==> src/common/sms_pkg.sv <==
// Constants, register map and state layout of the serial peripheral core
// How it works
// RULE1: Role bit picks master when set, slave when clear; any change forces idle.
// RULE2: Enable clear holds the core idle and resets status flags; set claims pins.
// RULE3: General interrupt enable passes done and mode-fault flags onto the request.
// RULE4: Transmit interrupt enable passes the transmit-empty flag onto the request.
// RULE5: Polarity bit sets serial clock idle level: zero low, one high.
// RULE6: Phase zero samples on odd clock edges, phase one on even edges.
// RULE7: As master, changing polarity or phase aborts the transfer and returns idle.
// RULE8: Both ends must share the same clock polarity to exchange data.
// RULE9: In wait mode with stop-in-wait clear, operation equals run mode.
// RULE10: Wait with stop-in-wait set halts clock generation; master pauses, then resumes.
// RULE11: Stop mode makes the core inactive; a master transfer pauses and resumes later.
// RULE12: As slave, shifting continues in low-power modes to stay in step.
// RULE13: Reserved bits read as zero and ignore writes.
// RULE14: Six registers at offsets zero to five above a system base.
// RULE15: Double-buffered data register, eight or sixteen bits, from two bytes.
// RULE16: Master drives master-out and samples master-in; slave does the reverse.
// RULE17: Master drives the serial clock; slave takes it from the external master.
// RULE18: Select pin is an output as master, an input driven externally as slave.
// RULE19: As master, select is an output only with fault enable and output enable set.
// RULE20: Width bit zero uses the low byte only; one uses both bytes.
// RULE21: Bit-order bit picks MSB or LSB first; register bit positions unchanged.
// RULE22: Master clock rate comes from prescaler and divider fields of the baud register.
package sms_pkg;

  // Register word indices; byte address is four times the index
  localparam logic [2:0] IDX_CR1 = 3'h0;
  localparam logic [2:0] IDX_CR2 = 3'h1;
  localparam logic [2:0] IDX_BR = 3'h2;
  localparam logic [2:0] IDX_SR = 3'h3;
  localparam logic [2:0] IDX_DH = 3'h4;
  localparam logic [2:0] IDX_DL = 3'h5;
  localparam logic [2:0] IDX_RSV6 = 3'h6;
  localparam logic [2:0] IDX_RSV7 = 3'h7;

  // control_one fields
  localparam int B_IRQ_ENABLE_GENERAL = 7;
  localparam int B_SYSTEM_ENABLE_BIT = 6;
  localparam int B_TX_EMPTY_IRQ_ENABLE = 5;
  localparam int B_MASTER_ROLE_SELECT = 4;
  localparam int B_CLOCK_POLARITY = 3;
  localparam int B_CLOCK_PHASE = 2;
  localparam int B_SELECT_OUTPUT_ENABLE = 1;
  localparam int B_LOW_BIT_FIRST = 0;

  // control_two fields
  localparam int B_TRANSFER_WIDTH_SEL = 6;
  localparam int B_FAULT_DETECT_ENABLE = 4;
  localparam int B_BIDIR_OUTPUT_ENABLE = 3;
  localparam int B_STOP_IN_WAIT = 1;
  localparam int B_PIN_CONTROL_ZERO = 0;

  // baud_select fields
  localparam int BR_PS_HI = 6;
  localparam int BR_PS_LO = 4;
  localparam int BR_DV_HI = 2;
  localparam int BR_DV_LO = 0;

  // Values after reset and implemented-bit masks
  localparam logic [7:0] CR1_RST = 8'h04;
  localparam logic [7:0] CR2_RST = 8'h00;
  localparam logic [7:0] BR_RST = 8'h00;
  localparam logic [7:0] CR2_MASK = 8'h5b;
  localparam logic [7:0] BR_MASK = 8'h77;

  // Synchroniser lanes
  localparam int PIN_SCK = 0;
  localparam int PIN_MOSI = 1;
  localparam int PIN_MISO = 2;
  localparam int PIN_SS = 3;

  // Edge counts for a whole transfer
  localparam logic [5:0] EDGES_8 = 6'h10;
  localparam logic [5:0] EDGES_16 = 6'h20;

  typedef struct packed {
    logic [7:0] cr1;
    logic [7:0] cr2;
    logic [7:0] br;
    logic transfer_done_flag;
    logic tx_empty_flag;
    logic mode_fault_flag;
    logic done_arm;
    logic fault_arm;
    logic [15:0] tx_buf;
    logic [15:0] rx_buf;
    logic [15:0] shifter;
    logic tx_full;
    logic busy;
    logic samp;
    logic [5:0] edge_cnt;
    logic [10:0] div_cnt;
    logic sck_lvl;
    logic [3:0] sync1;
    logic [3:0] sync2;
    logic sck_prev;
    logic ack;
    logic [7:0] rdata;
    logic irq;
    logic sck_o;
    logic sck_oe_n;
    logic mosi_o;
    logic mosi_oe_n;
    logic miso_o;
    logic miso_oe_n;
    logic ss_o;
    logic ss_oe_n;
  } sms_state_t;

  localparam sms_state_t STATE_RST = '{
    cr1: CR1_RST, cr2: CR2_RST, br: BR_RST, tx_empty_flag: 1'b1,
    sck_oe_n: 1'b1, mosi_oe_n: 1'b1, miso_oe_n: 1'b1, ss_oe_n: 1'b1, ss_o: 1'b1,
    default: '0
  };

endpackage

==> src/rtl/sms_core.sv <==
// Serial peripheral core, master or slave, with a Wishbone register slave
`timescale 1ns/1ps
module sms_core (
  // Clock and reset
  input wire logic i_sys_clk,
  input wire logic i_reset,
  // Wishbone classic slave
  input wire logic i_wb_cyc,
  input wire logic i_wb_stb,
  input wire logic i_wb_we,
  input wire logic [7:0] i_wb_adr,
  input wire logic [3:0] i_wb_sel,
  input wire logic [31:0] i_wb_dat,
  output logic [31:0] o_wb_dat,
  output logic o_wb_ack,
  // Processor power state
  input wire logic i_wait_mode,
  input wire logic i_stop_mode,
  // Interrupt request
  output logic o_irq,
  // Serial clock pin
  input wire logic i_sck,
  output logic o_sck,
  output logic o_sck_oe_n,
  // Master-out pin
  input wire logic i_mosi,
  output logic o_mosi,
  output logic o_mosi_oe_n,
  // Master-in pin
  input wire logic i_miso,
  output logic o_miso,
  output logic o_miso_oe_n,
  // Slave-select pin, active low
  input wire logic i_ss_n,
  output logic o_ss_n,
  output logic o_ss_oe_n
);

  sms_pkg::sms_state_t st;
  sms_pkg::sms_state_t nx;

  logic req;
  logic wr;
  logic rd;
  logic mapped;
  logic [2:0] idx;
  logic [7:0] wb;
  logic dl_wr;
  logic master;
  logic en;
  logic clock_polarity;
  logic clock_phase;
  logic w16;
  logic lsb;
  logic pin_control_zero;
  logic pause;
  logic sel;
  logic din;
  logic tick;
  logic edge_ev;
  logic fault_ev;
  logic abort;
  logic [7:0] ch1;
  logic [7:0] ch2;
  logic [5:0] k;
  logic [5:0] last;
  logic [10:0] half;

  // Next bit into the shifter; register bit positions stay fixed for either order
  function automatic logic [15:0] shift_in(input logic [15:0] s, input logic b,
                                           input logic w, input logic l);
    if (!l) begin
      return {s[14:0], b};
    end else if (w) begin
      return {b, s[15:1]};
    end else begin
      return {s[15:8], b, s[7:1]};
    end
  endfunction

  function automatic logic out_bit(input logic [15:0] s, input logic w, input logic l);
    if (l) begin
      return s[0];
    end else begin
      return w ? s[15] : s[7];
    end
  endfunction

  // Bus decode
  assign req = i_wb_cyc && i_wb_stb && !st.ack;
  assign mapped = (i_wb_adr[7:5] == 3'h0);
  assign idx = i_wb_adr[4:2];
  assign wb = i_wb_dat[7:0];
  assign wr = req && i_wb_we && i_wb_sel[0] && mapped;
  assign rd = req && !i_wb_we;
  assign dl_wr = wr && (idx == sms_pkg::IDX_DL);

  // Configuration fields
  assign master = st.cr1[sms_pkg::B_MASTER_ROLE_SELECT];
  assign en = st.cr1[sms_pkg::B_SYSTEM_ENABLE_BIT];
  // Far end must use the same polarity; nothing here can detect a mismatch
  assign clock_polarity = st.cr1[sms_pkg::B_CLOCK_POLARITY]; // RULE8
  assign clock_phase = st.cr1[sms_pkg::B_CLOCK_PHASE];
  assign lsb = st.cr1[sms_pkg::B_LOW_BIT_FIRST];
  assign w16 = st.cr2[sms_pkg::B_TRANSFER_WIDTH_SEL];
  assign pin_control_zero = st.cr2[sms_pkg::B_PIN_CONTROL_ZERO];
  assign last = w16 ? sms_pkg::EDGES_16 : sms_pkg::EDGES_8; // RULE20

  // Low-power gating applies to the master's clock generation only
  assign pause = (i_wait_mode && st.cr2[sms_pkg::B_STOP_IN_WAIT]) || i_stop_mode; // RULE9 RULE10 RULE11

  // Half period of the serial clock in system clocks
  assign half = 11'({1'b0, st.br[sms_pkg::BR_PS_HI:sms_pkg::BR_PS_LO]} + 4'h1)
                << st.br[sms_pkg::BR_DV_HI:sms_pkg::BR_DV_LO]; // RULE22

  // Synchronised pin views
  assign sel = !st.sync2[sms_pkg::PIN_SS]; // RULE18
  assign din = master ? (pin_control_zero ? st.sync2[sms_pkg::PIN_MOSI] : st.sync2[sms_pkg::PIN_MISO])
                      : (pin_control_zero ? st.sync2[sms_pkg::PIN_MISO] : st.sync2[sms_pkg::PIN_MOSI]); // RULE16

  // Serial clock edges: generated as master, detected on the pin as slave
  assign tick = st.busy && !pause && (st.div_cnt == half - 11'h1);
  assign edge_ev = master ? tick // RULE17
                          : (sel && st.busy && (st.sync2[sms_pkg::PIN_SCK] != st.sck_prev));
  assign k = st.edge_cnt + 6'h1;

  // Mode fault: select pulled low by another master while select is an input
  assign fault_ev = en && master && st.cr2[sms_pkg::B_FAULT_DETECT_ENABLE]
                    && !st.cr1[sms_pkg::B_SELECT_OUTPUT_ENABLE] && sel;

  // Configuration changes that force the shifter idle
  assign ch1 = (wr && idx == sms_pkg::IDX_CR1) ? (wb ^ st.cr1) : 8'h00;
  assign ch2 = (wr && idx == sms_pkg::IDX_CR2) ? ((wb & sms_pkg::CR2_MASK) ^ st.cr2) : 8'h00;
  assign abort = !en // RULE2
    || ch1[sms_pkg::B_MASTER_ROLE_SELECT] // RULE1
    || (master && (ch1[sms_pkg::B_CLOCK_POLARITY] || ch1[sms_pkg::B_CLOCK_PHASE])) // RULE7
    || (master && (ch1[sms_pkg::B_SELECT_OUTPUT_ENABLE] || ch1[sms_pkg::B_LOW_BIT_FIRST]
        || ch2[sms_pkg::B_TRANSFER_WIDTH_SEL] || ch2[sms_pkg::B_FAULT_DETECT_ENABLE]
        || ch2[sms_pkg::B_PIN_CONTROL_ZERO]
        || (pin_control_zero && ch2[sms_pkg::B_BIDIR_OUTPUT_ENABLE])))
    || fault_ev;

  always_comb begin
    nx = st;

    // Two-stage synchronisers; only the second stage feeds logic
    nx.sync1 = {i_ss_n, i_miso, i_mosi, i_sck};
    nx.sync2 = st.sync1;
    nx.sck_prev = st.sync2[sms_pkg::PIN_SCK];

    // Register writes
    nx.ack = req;
    if (wr) begin
      case (idx)
        sms_pkg::IDX_CR1: begin
          nx.cr1 = wb;
          if (st.fault_arm) begin
            nx.mode_fault_flag = 1'b0;
            nx.fault_arm = 1'b0;
          end
        end
        sms_pkg::IDX_CR2: nx.cr2 = wb & sms_pkg::CR2_MASK; // RULE13
        sms_pkg::IDX_BR: nx.br = wb & sms_pkg::BR_MASK; // RULE13
        sms_pkg::IDX_DH: nx.tx_buf[15:8] = wb; // RULE15
        sms_pkg::IDX_DL: begin
          nx.tx_buf[7:0] = wb; // RULE15
          nx.tx_full = 1'b1;
          nx.tx_empty_flag = 1'b0;
        end
        default: begin
        end
      endcase
    end

    // Register reads, with the flag-clearing side effects
    if (rd) begin
      nx.rdata = 8'h00; // RULE13
      if (mapped) begin
        case (idx) // RULE14
          sms_pkg::IDX_CR1: nx.rdata = st.cr1;
          sms_pkg::IDX_CR2: nx.rdata = st.cr2;
          sms_pkg::IDX_BR: nx.rdata = st.br;
          sms_pkg::IDX_SR: begin
            nx.rdata = {st.transfer_done_flag, 1'b0, st.tx_empty_flag,
                        st.mode_fault_flag, 4'h0};
            nx.done_arm = st.transfer_done_flag;
            nx.fault_arm = st.mode_fault_flag;
          end
          sms_pkg::IDX_DH: nx.rdata = st.rx_buf[15:8];
          sms_pkg::IDX_DL: begin
            nx.rdata = st.rx_buf[7:0];
            if (st.done_arm) begin
              nx.transfer_done_flag = 1'b0;
              nx.done_arm = 1'b0;
            end
          end
          default: nx.rdata = 8'h00;
        endcase
      end
    end

    // Master: load the shifter from the transmit buffer
    if (master && en && !st.busy && st.tx_full && !pause && !dl_wr && !abort) begin
      nx.busy = 1'b1;
      nx.shifter = st.tx_buf;
      nx.tx_full = 1'b0;
      nx.tx_empty_flag = 1'b1;
      nx.div_cnt = 11'h000;
      nx.edge_cnt = 6'h00;
      nx.sck_lvl = 1'b0;
    end

    // Master: half-period divider, frozen while paused
    if (master && st.busy && !pause) begin // RULE10 RULE11
      nx.div_cnt = tick ? 11'h000 : st.div_cnt + 11'h001;
    end

    // Slave: armed whenever selected; low power does not stop it
    if (!master && en) begin // RULE12
      if (!sel) begin
        nx.busy = 1'b0;
        nx.edge_cnt = 6'h00;
      end else if (!st.busy) begin
        nx.busy = 1'b1;
        nx.edge_cnt = 6'h00;
      end
      // Until the first edge the outgoing word follows late buffer writes
      if (st.busy && st.edge_cnt == 6'h00) begin
        nx.shifter = st.tx_buf;
      end
      if (edge_ev && k == 6'h01 && st.tx_full && !dl_wr) begin
        nx.tx_full = 1'b0;
        nx.tx_empty_flag = 1'b1;
      end
    end

    // Serial clock edge handling shared by both roles
    if (edge_ev) begin
      nx.edge_cnt = k;
      if (master) begin
        nx.sck_lvl = !st.sck_lvl;
      end
      if (k == last) begin // RULE20
        nx.rx_buf = shift_in(st.shifter, clock_phase ? din : st.samp, w16, lsb); // RULE21
        nx.transfer_done_flag = 1'b1;
        nx.busy = 1'b0;
        nx.edge_cnt = 6'h00;
        nx.sck_lvl = 1'b0;
      end else if (k[0] ^ clock_phase) begin // RULE6
        nx.samp = din;
      end else if (k != 6'h01) begin
        nx.shifter = shift_in(st.shifter, st.samp, w16, lsb); // RULE21
      end
    end

    // Mode fault drops the role to slave
    if (fault_ev) begin
      nx.mode_fault_flag = 1'b1;
      nx.cr1[sms_pkg::B_MASTER_ROLE_SELECT] = 1'b0;
    end

    if (abort) begin // RULE1 RULE7
      nx.busy = 1'b0;
      nx.edge_cnt = 6'h00;
      nx.div_cnt = 11'h000;
      nx.sck_lvl = 1'b0;
    end

    if (!en) begin // RULE2
      nx.transfer_done_flag = 1'b0;
      nx.mode_fault_flag = 1'b0;
      nx.tx_empty_flag = 1'b1;
      nx.tx_full = 1'b0;
      nx.done_arm = 1'b0;
      nx.fault_arm = 1'b0;
    end

    // Interrupt request
    nx.irq = en && ((st.cr1[sms_pkg::B_IRQ_ENABLE_GENERAL] // RULE3
                     && (st.transfer_done_flag || st.mode_fault_flag))
                    || (st.cr1[sms_pkg::B_TX_EMPTY_IRQ_ENABLE] && st.tx_empty_flag)); // RULE4

    // Pin drivers, registered; enables are low while driving
    nx.sck_o = clock_polarity ^ (master && en && st.sck_lvl); // RULE5
    nx.sck_oe_n = !(master && en); // RULE17
    nx.mosi_o = out_bit(st.shifter, w16, lsb);
    nx.mosi_oe_n = !(master && en && (!pin_control_zero || st.cr2[sms_pkg::B_BIDIR_OUTPUT_ENABLE])); // RULE16
    nx.miso_o = out_bit(st.shifter, w16, lsb);
    nx.miso_oe_n = !(!master && en && sel
                     && (!pin_control_zero || st.cr2[sms_pkg::B_BIDIR_OUTPUT_ENABLE])); // RULE16
    nx.ss_oe_n = !(master && en && st.cr2[sms_pkg::B_FAULT_DETECT_ENABLE]
                   && st.cr1[sms_pkg::B_SELECT_OUTPUT_ENABLE]); // RULE19
    // Select stays low one cycle past the last clock edge, so the far end
    // never sees that edge and the release in the same instant
    nx.ss_o = !(master && (st.busy || (!st.ss_o && (st.sck_o != clock_polarity)))); // RULE18
  end

  always_ff @(posedge i_sys_clk) begin
    if (i_reset) begin
      st <= sms_pkg::STATE_RST;
    end else begin
      st <= nx;
    end
  end

  assign o_wb_dat = {24'h000000, st.rdata};
  assign o_wb_ack = st.ack;
  assign o_irq = st.irq;
  assign o_sck = st.sck_o;
  assign o_sck_oe_n = st.sck_oe_n;
  assign o_mosi = st.mosi_o;
  assign o_mosi_oe_n = st.mosi_oe_n;
  assign o_miso = st.miso_o;
  assign o_miso_oe_n = st.miso_oe_n;
  assign o_ss_n = st.ss_o;
  assign o_ss_oe_n = st.ss_oe_n;

  property p_role_idle;
    @(posedge i_sys_clk) disable iff (i_reset)
    (wr && idx == sms_pkg::IDX_CR1 && (wb[sms_pkg::B_MASTER_ROLE_SELECT] != master))
    |=> !st.busy;
  endproperty
  a_role_idle: assert property (p_role_idle) else $error("role change left shifter busy"); // RULE1

  property p_disable;
    @(posedge i_sys_clk) disable iff (i_reset)
    !en |=> (!st.transfer_done_flag && !st.mode_fault_flag && !st.busy && st.tx_empty_flag);
  endproperty
  a_disable: assert property (p_disable) else $error("disabled core kept state"); // RULE2

  property p_irq_general;
    @(posedge i_sys_clk) disable iff (i_reset)
    (en && st.cr1[sms_pkg::B_IRQ_ENABLE_GENERAL] && st.transfer_done_flag) |=> o_irq;
  endproperty
  a_irq_general: assert property (p_irq_general) else $error("done flag gave no irq"); // RULE3

  property p_irq_masked;
    @(posedge i_sys_clk) disable iff (i_reset)
    (!st.cr1[sms_pkg::B_IRQ_ENABLE_GENERAL] && !st.cr1[sms_pkg::B_TX_EMPTY_IRQ_ENABLE])
    |=> !o_irq;
  endproperty
  a_irq_masked: assert property (p_irq_masked) else $error("irq with both enables clear"); // RULE4

  property p_idle_level;
    @(posedge i_sys_clk) disable iff (i_reset)
    (master && en && !st.busy && !st.sck_lvl) |=> (o_sck == $past(clock_polarity));
  endproperty
  a_idle_level: assert property (p_idle_level) else $error("idle clock level wrong"); // RULE5

  property p_phase_abort;
    @(posedge i_sys_clk) disable iff (i_reset)
    (master && st.busy && (ch1[sms_pkg::B_CLOCK_POLARITY] || ch1[sms_pkg::B_CLOCK_PHASE]))
    |=> (!st.busy && st.edge_cnt == 6'h00);
  endproperty
  a_phase_abort: assert property (p_phase_abort) else $error("format change did not abort"); // RULE7

  property p_master_pause;
    @(posedge i_sys_clk) disable iff (i_reset)
    (master && st.busy && pause && !abort) |=> (st.busy && $stable(st.edge_cnt)
                                                && $stable(st.sck_lvl));
  endproperty
  a_master_pause: assert property (p_master_pause) else $error("master moved while paused"); // RULE10

  property p_slave_runs;
    @(posedge i_sys_clk) disable iff (i_reset)
    (!master && !abort && pause && edge_ev && k != last && sel)
    |=> (st.edge_cnt == $past(st.edge_cnt) + 6'h01);
  endproperty
  a_slave_runs: assert property (p_slave_runs) else $error("slave stalled in low power"); // RULE12

  property p_rsvd_read;
    @(posedge i_sys_clk) disable iff (i_reset)
    (rd && mapped && (idx == sms_pkg::IDX_RSV6 || idx == sms_pkg::IDX_RSV7))
    |=> (o_wb_ack && st.rdata == 8'h00);
  endproperty
  a_rsvd_read: assert property (p_rsvd_read) else $error("reserved word read nonzero"); // RULE13

  property p_cr1_read;
    @(posedge i_sys_clk) disable iff (i_reset)
    (rd && mapped && idx == sms_pkg::IDX_CR1) |=> (o_wb_ack && st.rdata == $past(st.cr1));
  endproperty
  a_cr1_read: assert property (p_cr1_read) else $error("control one read mismatch"); // RULE14

  property p_ss_input;
    @(posedge i_sys_clk) disable iff (i_reset)
    !(master && en && st.cr2[sms_pkg::B_FAULT_DETECT_ENABLE]
      && st.cr1[sms_pkg::B_SELECT_OUTPUT_ENABLE]) |=> o_ss_oe_n;
  endproperty
  a_ss_input: assert property (p_ss_input) else $error("select driven when not allowed"); // RULE19

endmodule

==> config.mk <==
export PLATFORM = sky130hd
export DESIGN_NAME = sms_core
export DESIGN_NICKNAME = d
export VERILOG_FILES = /design/src/common/sms_pkg.sv /design/src/rtl/sms_core.sv
export SDC_FILE = /design/constraint.sdc
export NUM_CORES = 1
export LEC_CHECK = 0
export BUFFER_PORTS_ARGS = -buffer_cell sky130_fd_sc_hd__buf_2
export CAP_MARGIN = 20
export CELL_PAD_IN_SITES_DETAIL_PLACEMENT = 0
export CELL_PAD_IN_SITES_GLOBAL_PLACEMENT = 2
export CORE_ASPECT_RATIO = 0.6
export CORE_MARGIN = 10
export CORE_UTILIZATION = 36
export CTS_BUF_LIST = sky130_fd_sc_hd__clkbuf_8
export DETAILED_ROUTE_END_ITERATION = 8
export PLACE_DENSITY = 0.88
export REMOVE_ABC_BUFFERS = 1
export SLEW_MARGIN = 10
export SYNTH_ARGS = -nofsm -noshare
export SYNTH_HDL_FRONTEND = slang
export SYNTH_SLANG_ARGS = --single-unit
==> constraint.sdc <==
create_clock -name i_sys_clk -period 10.15 [get_ports i_sys_clk]
set_input_delay 0.5075 -clock i_sys_clk [delete_from_list [all_inputs] [get_ports i_sys_clk]]
set_output_delay 0.5075 -clock i_sys_clk [all_outputs]
set_load 0.005 [all_outputs]
# After elaboration in Yosys (flattened, before gate mapping)

Index checks and enable logic that the tools add are counted.

Register bits after elaboration: 119
Input bits: 55
Output and inout bits: 42
Logic and storage cells: 216

$add $sub $neg: 4
Eq/ne operators: 12
Shifts and indexed selects: 1
Muxes and demuxes: 64
Bitwise operators: 6
Reductions and logical operators: 96

Operator list:

| operator                | count |
|---|---|
| $mux W16                | 9 |
| $mux W18                | 3 |
| $pmux W8 S6             | 1 |
| $logic_and A1 B1 Y1     | 43 |
| $mux W1                 | 35 |
| $mux W8                 | 4 |
| $mux W6                 | 5 |
| $mux W11                | 2 |
| $logic_not A1 Y1        | 18 |
| $mux W17                | 1 |
| $logic_or A1 B1 Y1      | 15 |
| $reduce_and A2 Y1       | 6 |
| $add A11 B1 Y11 const B | 1 |
| $eq A11 B11 Y1          | 1 |
| $shl A4 B3 Y11          | 1 |
| $sub A11 B1 Y11 const B | 1 |
| $reduce_bool A2 Y1      | 5 |
| $reduce_and A3 Y1       | 3 |
| $mux W7                 | 1 |
| $xor A7 B7 Y7           | 1 |
| $add A6 B1 Y6 const B   | 1 |
| $eq A3 B2 Y1 const B    | 2 |
| $eq A3 B3 Y1 const B    | 2 |
| $eq A6 B1 Y1 const B    | 1 |
| 15 further kinds        | 21 |

# Depth between registers and ports, before layout

Depth in word-level cells: 25
Mapped depth: 15
Depth with buffers taken out: 12

# Worst setup path before layout

Ideal clock, no wire load.

Path type: register to register
Start point: register st[106] in the netlist's numbering
End point: register st[55] in the netlist's numbering
Arrival time: 3.080 ns
Data required time: 10.027 ns
Path slack: 6.947 ns
Stages on the path, launching flop included: 13
Path buffers: 2
Period minus slack after synthesis: 3.203 ns
Path through: dfxtp_1 > ha_1 > clkbuf_1 > and3b_1 > o21ai_0 > and3b_1 > nor3_1 > nor4_1 > o2111a_2 > o2111ai_4 > a21oi_4 > buf_6 > mux2_1

Cells in the longest elaborated chain, start to end: 7

RTL lines:

| what                   | RTL line        | text |
|---|---|---|
| start, declared        | sms_core.sv:39  | `sms_pkg::sms_state_t st;` |
| start signal, assigned | sms_core.sv:300 | `st <= sms_pkg::STATE_RST;` |
| start signal, assigned | sms_core.sv:302 | `st <= nx;` |
| $add A3 B1 Y4          | sms_core.sv:113 | `assign half = 11'({1'b0, st.br[sms_pkg::BR_PS_HI:sms_pkg::BR_PS_LO]} + 4'h1)` |
| $shl A4 B3 Y11         | sms_core.sv:113 |  |
| $sub A11 B1 Y11        | sms_core.sv:122 | `assign tick = st.busy && !pause && (st.div_cnt == half - 11'h1);` |
| $eq A11 B11 Y1         | sms_core.sv:122 |  |
| $logic_and A1 B1 Y1    | sms_core.sv:122 |  |
| $mux W1                | sms_core.sv:123 | `assign edge_ev = master ? tick` |
| $mux W16               | sms_core.sv:238 | `if (edge_ev) begin` |

No other way between the ends.
A chain may end at the register's enable or synchronous reset.

# Final worst setup path

Start point: register st[105] in the netlist's numbering
End point: register st[48] in the netlist's numbering

Same word-level chain as after synthesis.

==> summary.txt <==
Status
  • Result of the run: finished clean

Global route
  • Combined global-route utilization of all metal layers: 15.32%
  • Via count of the first global-routing pass: about 5400
  • Antenna violations before repair: 0
  • Wire length of the first global-routing pass: 30910 um
  • Largest net degree at the start of global routing: between 80 and 90
  • Sum of overflow across all layers after global routing: 0

Clock network
  • Clock transition at path regs: ~0.080 ns
  • Post-CTS setup buffer count: 0
  • CTS root buf: sky130_fd_sc_hd__clkbuf_8
  • CTS H-tree lvls: 4
  • Hold bufs inserted after CTS: 0
  • Number of instances resized during post-cts repair: 0
  • Clock tree from TritonCTS: yes
  • Number of buffers inserted during clock tree synthesis: 17
  • Number of clock sinks: ~120
  • Clock latency on the worst-skew pair: between 0.4 and 0.5 ns
  • Clock tree buffer depth: 2

Yosys
  • Count of mapped cells out of synthesis: approximately 830
  • Synth unique cells: just under 80
  • Synth Register Bits: 119
  • Number of enable flip-flop cells after synthesis: 0
  • Average size of a mapped cell: roughly 8.4 um^2
  • Area contributors post-synth: sky130_fd_sc_hd__dfxtp_1, sky130_fd_sc_hd__mux2i_1, sky130_fd_sc_hd__nor2_1
  • Sequential-to-total area share from yosys stat: 34.16%
  • Post-synthesis cell type with the largest combined area: sky130_fd_sc_hd__dfxtp_1
  • Prevailing post-synth register cell: sky130_fd_sc_hd__dfxtp_1
  • Post-Syn Area: between 6000 and 7000 um^2
  • Ys async rst share: 0%
  • Top cell type's share of synthesized area: roughly a third
  • Synth Warn #: 0

Setup path
  • Reg2reg start: st[105]
  • Top fanout value on the critical path: 17
  • Critical path buffer and inverter count: 0
  • Top delay family on crit path: compound AO/OA/AOI/OAI gates
  • Worst setup SP type: flip-flop
  • First element of the critical path: st[105]
  • Crit Path Category: flip-flop to flip-flop
  • Required time worst endpoint: 10.49 ns
  • Reg-to-reg slack, setup: between 5 and 6 ns
  • Delay contributed by the slowest stage of the critical path: 0.70 ns
  • Data arrival time of the critical path: ~4.8 ns
  • Cell type of the slowest stage on the worst timing path: sky130_fd_sc_hd__dfxtp_1
  • Cell Chain, Critical Path: ha_1 -> and3b_1 -> o21ai_0 -> and3b_1 -> nor3_1 -> nor4_1 -> o2111a_2 -> o2111ai_4 -> a21oi_4 -> mux2_2
  • Critical path endpoint category: flip-flop
  • Crit path top cell by count: sky130_fd_sc_hd__and3b_1

Power
  • Leakage power of the design: roughly 2.8 nW
  • Final total power: between 0.9 and 1 mW
  • Maximum VDD drop: between 0.07 and 0.08 mV
  • P per Cell Area: around 130 nW/um^2

Die
  • Full die area: 25520 um^2
  • # IOs: 97
  • Effective utilization at floorplan: ~37%
  • Core ar.: around 19000 um^2
  • Die X: 199.7 um
  • Chip Height: approximately 130 um
  • Number of rows in the core area: 39

STA
  • Measured slew at the worst slew-check pin: roughly 1.1 ns
  • RSZ-0062 raised after global routing: no
  • Max-slew headroom: ~29%
  • Final setup violation count: 0
  • Achievable clock frequency: approximately 230 MHz
  • Sum of negative setup slack: 0 ns
  • Final setup slack of the worst path: roughly 5.7 ns
  • Crit share post-route: 43.60%
  • Pins Over Slew Limit: 0
  • Final Hold Violating Endpoints: 0
  • Final Skew: between 0.01 and 0.015 ns
  • Shortest period the worst path allows: between 4 and 5 ns

Finish
  • Final antenna diode count: 0
  • Largest register FFs: 91
  • Most common cell after layout, fill and taps aside: sky130_fd_sc_hd__dfxtp_1
  • Layout fillers: 1983
  • Sequential Area: 2382 um^2
  • Most frequent cells in the layout: sky130_fd_sc_hd__dfxtp_1, sky130_fd_sc_hd__nor2_1, sky130_fd_sc_hd__mux2i_1, sky130_fd_sc_hd__nand2_1, sky130_fd_sc_hd__buf_2
  • Most flop-heavy register: st
  • Multi-input logic area: between 4000 and 5000 um^2
  • Layout area overhead: 7.822%
  • # nets final: roughly 900
  • Share of post-route cells with drive strength above 1: about an eighth

Hold path
  • Min-delay src: i_ss_n
  • Worst hold-check path type: primary input to flip-flop

Routing
  • Remaining antenna violation count after routing: 0
  • Detailed Route Iter0 Violations: approximately 660
  • DR DRC count: 0
  • Overall routed net length: roughly 19000 um
  • Total via count in the routed design: 5782
  • Detailed-router iteration count before antenna repair: 5
  • Drt via density: between 5 and 6
  • Detail-routed net length per standard cell: 17.64 um

Placed design
  • Detailed-placement wirelength estimate: roughly 14000 um
  • Global placement routability congestion: just over 0.8
  • Worst setup slack before clock tree synthesis: around 5.8 ns
  • Buffers added on ports: 43

Job
  • Max capacitance violation total: 0
## metrics by stage
| step | instances | utilization [%] | instance area [um^2] | hold WS (ns) |
|---|---|---|---|---|
| 6_report | 1093 | 39.51 | 7520 | 0.2587 |
| 2_1_floorplan | 769 | - | 6576 | 0.4138 |
| 3_3_place_gp | 1060 | 37.40 | 7117 | 0.4166 |
| 4_1_cts | 1093 | 39.51 | 7520 | 0.2396 |
| 5_1_grt | 1093 | 39.51 | 7520 | 0.2593 |
| 3_5_place_dp | 1061 | 37.42 | 7122 | 0.4256 |
## per-layer routing
metal / vias to the layer above / GRT usage (%) / part of all wire, %
met5: - / 0 / 0
met4: 0 / 3.457 / 0.87
met1: 2725 / 24.84 / 56
met2: 160 / 18.91 / 37
met3: 16 / 3.671 / 6.6
li1: 2881 / - / -
## power breakdown
| group | total (mW) | internal (mW) | switching, mW | leakage [nW] |
|---|---|---|---|---|
| Combinational | 0.0356 | 0.0103 | 0.0252 | 1.62 |
| Clock | 0.443 | 0.226 | 0.217 | 0.184 |
| Sequential | 0.469 | 0.468 | 0.000839 | 0.960 |
## synth_stat cells (4+ instances only)
| cell | instances |
|---|---|
| sky130_fd_sc_hd__xor2_1 | 10 |
| sky130_fd_sc_hd__inv_1 | 21 |
| sky130_fd_sc_hd__nand2_1 | 70 |
| sky130_fd_sc_hd__nor3_1 | 14 |
| sky130_fd_sc_hd__a22o_1 | 4 |
| sky130_fd_sc_hd__or2_2 | 10 |
| sky130_fd_sc_hd__a31oi_1 | 5 |
| sky130_fd_sc_hd__a21oi_1 | 36 |
| sky130_fd_sc_hd__nand3b_1 | 9 |
| sky130_fd_sc_hd__and3_1 | 8 |
| sky130_fd_sc_hd__nand2b_1 | 20 |
| sky130_fd_sc_hd__a211oi_1 | 15 |
| sky130_fd_sc_hd__nor2b_1 | 27 |
| sky130_fd_sc_hd__nand4_1 | 6 |
| sky130_fd_sc_hd__nand3_1 | 32 |
| sky130_fd_sc_hd__ha_1 | 7 |
| sky130_fd_sc_hd__xnor2_1 | 21 |
| sky130_fd_sc_hd__o2111ai_1 | 4 |
| sky130_fd_sc_hd__dfxtp_1 | 119 |
| sky130_fd_sc_hd__buf_2 | 6 |
| sky130_fd_sc_hd__buf_1 | 7 |
| sky130_fd_sc_hd__mux2_2 | 7 |
| sky130_fd_sc_hd__buf_4 | 36 |
| sky130_fd_sc_hd__a22oi_1 | 8 |
| sky130_fd_sc_hd__o211ai_1 | 9 |
| sky130_fd_sc_hd__a211o_1 | 6 |
| sky130_fd_sc_hd__clkbuf_1 | 33 |
| sky130_fd_sc_hd__mux2i_1 | 73 |
| sky130_fd_sc_hd__mux2_1 | 11 |
| sky130_fd_sc_hd__o21ai_0 | 25 |
| sky130_fd_sc_hd__nor2_1 | 100 |
| sky130_fd_sc_hd__o22ai_1 | 5 |
## path summary, 6_finish.rpt
path,end,cells past startpoint
worst max-delay path,st[48],10
worst min-delay path,nx[22],2
worst max register to register,st[48],10
worst min register to register,st[21],1
## area by class of cell
class	instances	area share [%]
Tap cell	246	4.093
Multi-Input combinational cell	629	54.73
Clock buffer	18	3.295
Sequential cell	119	31.68
Inverter	21	1.048
Clock inverter	14	1.997
Timing Repair Buffer	46	3.161
## cell families after synthesis
kind of cell	after synthesis	share of synthesized area, %
adders and majority gates	7	1.256
xor gates and xnor gates	32	4.126
and+or+nand+nor	317	22.21
AOI/OAI and AO/OA	156	16.09
DFF	119	34.16
other	1	0.05377
muxes	93	14.03
buffers and inverters	106	8.073
No activity file was read; power rests on OpenSTA's default activity.
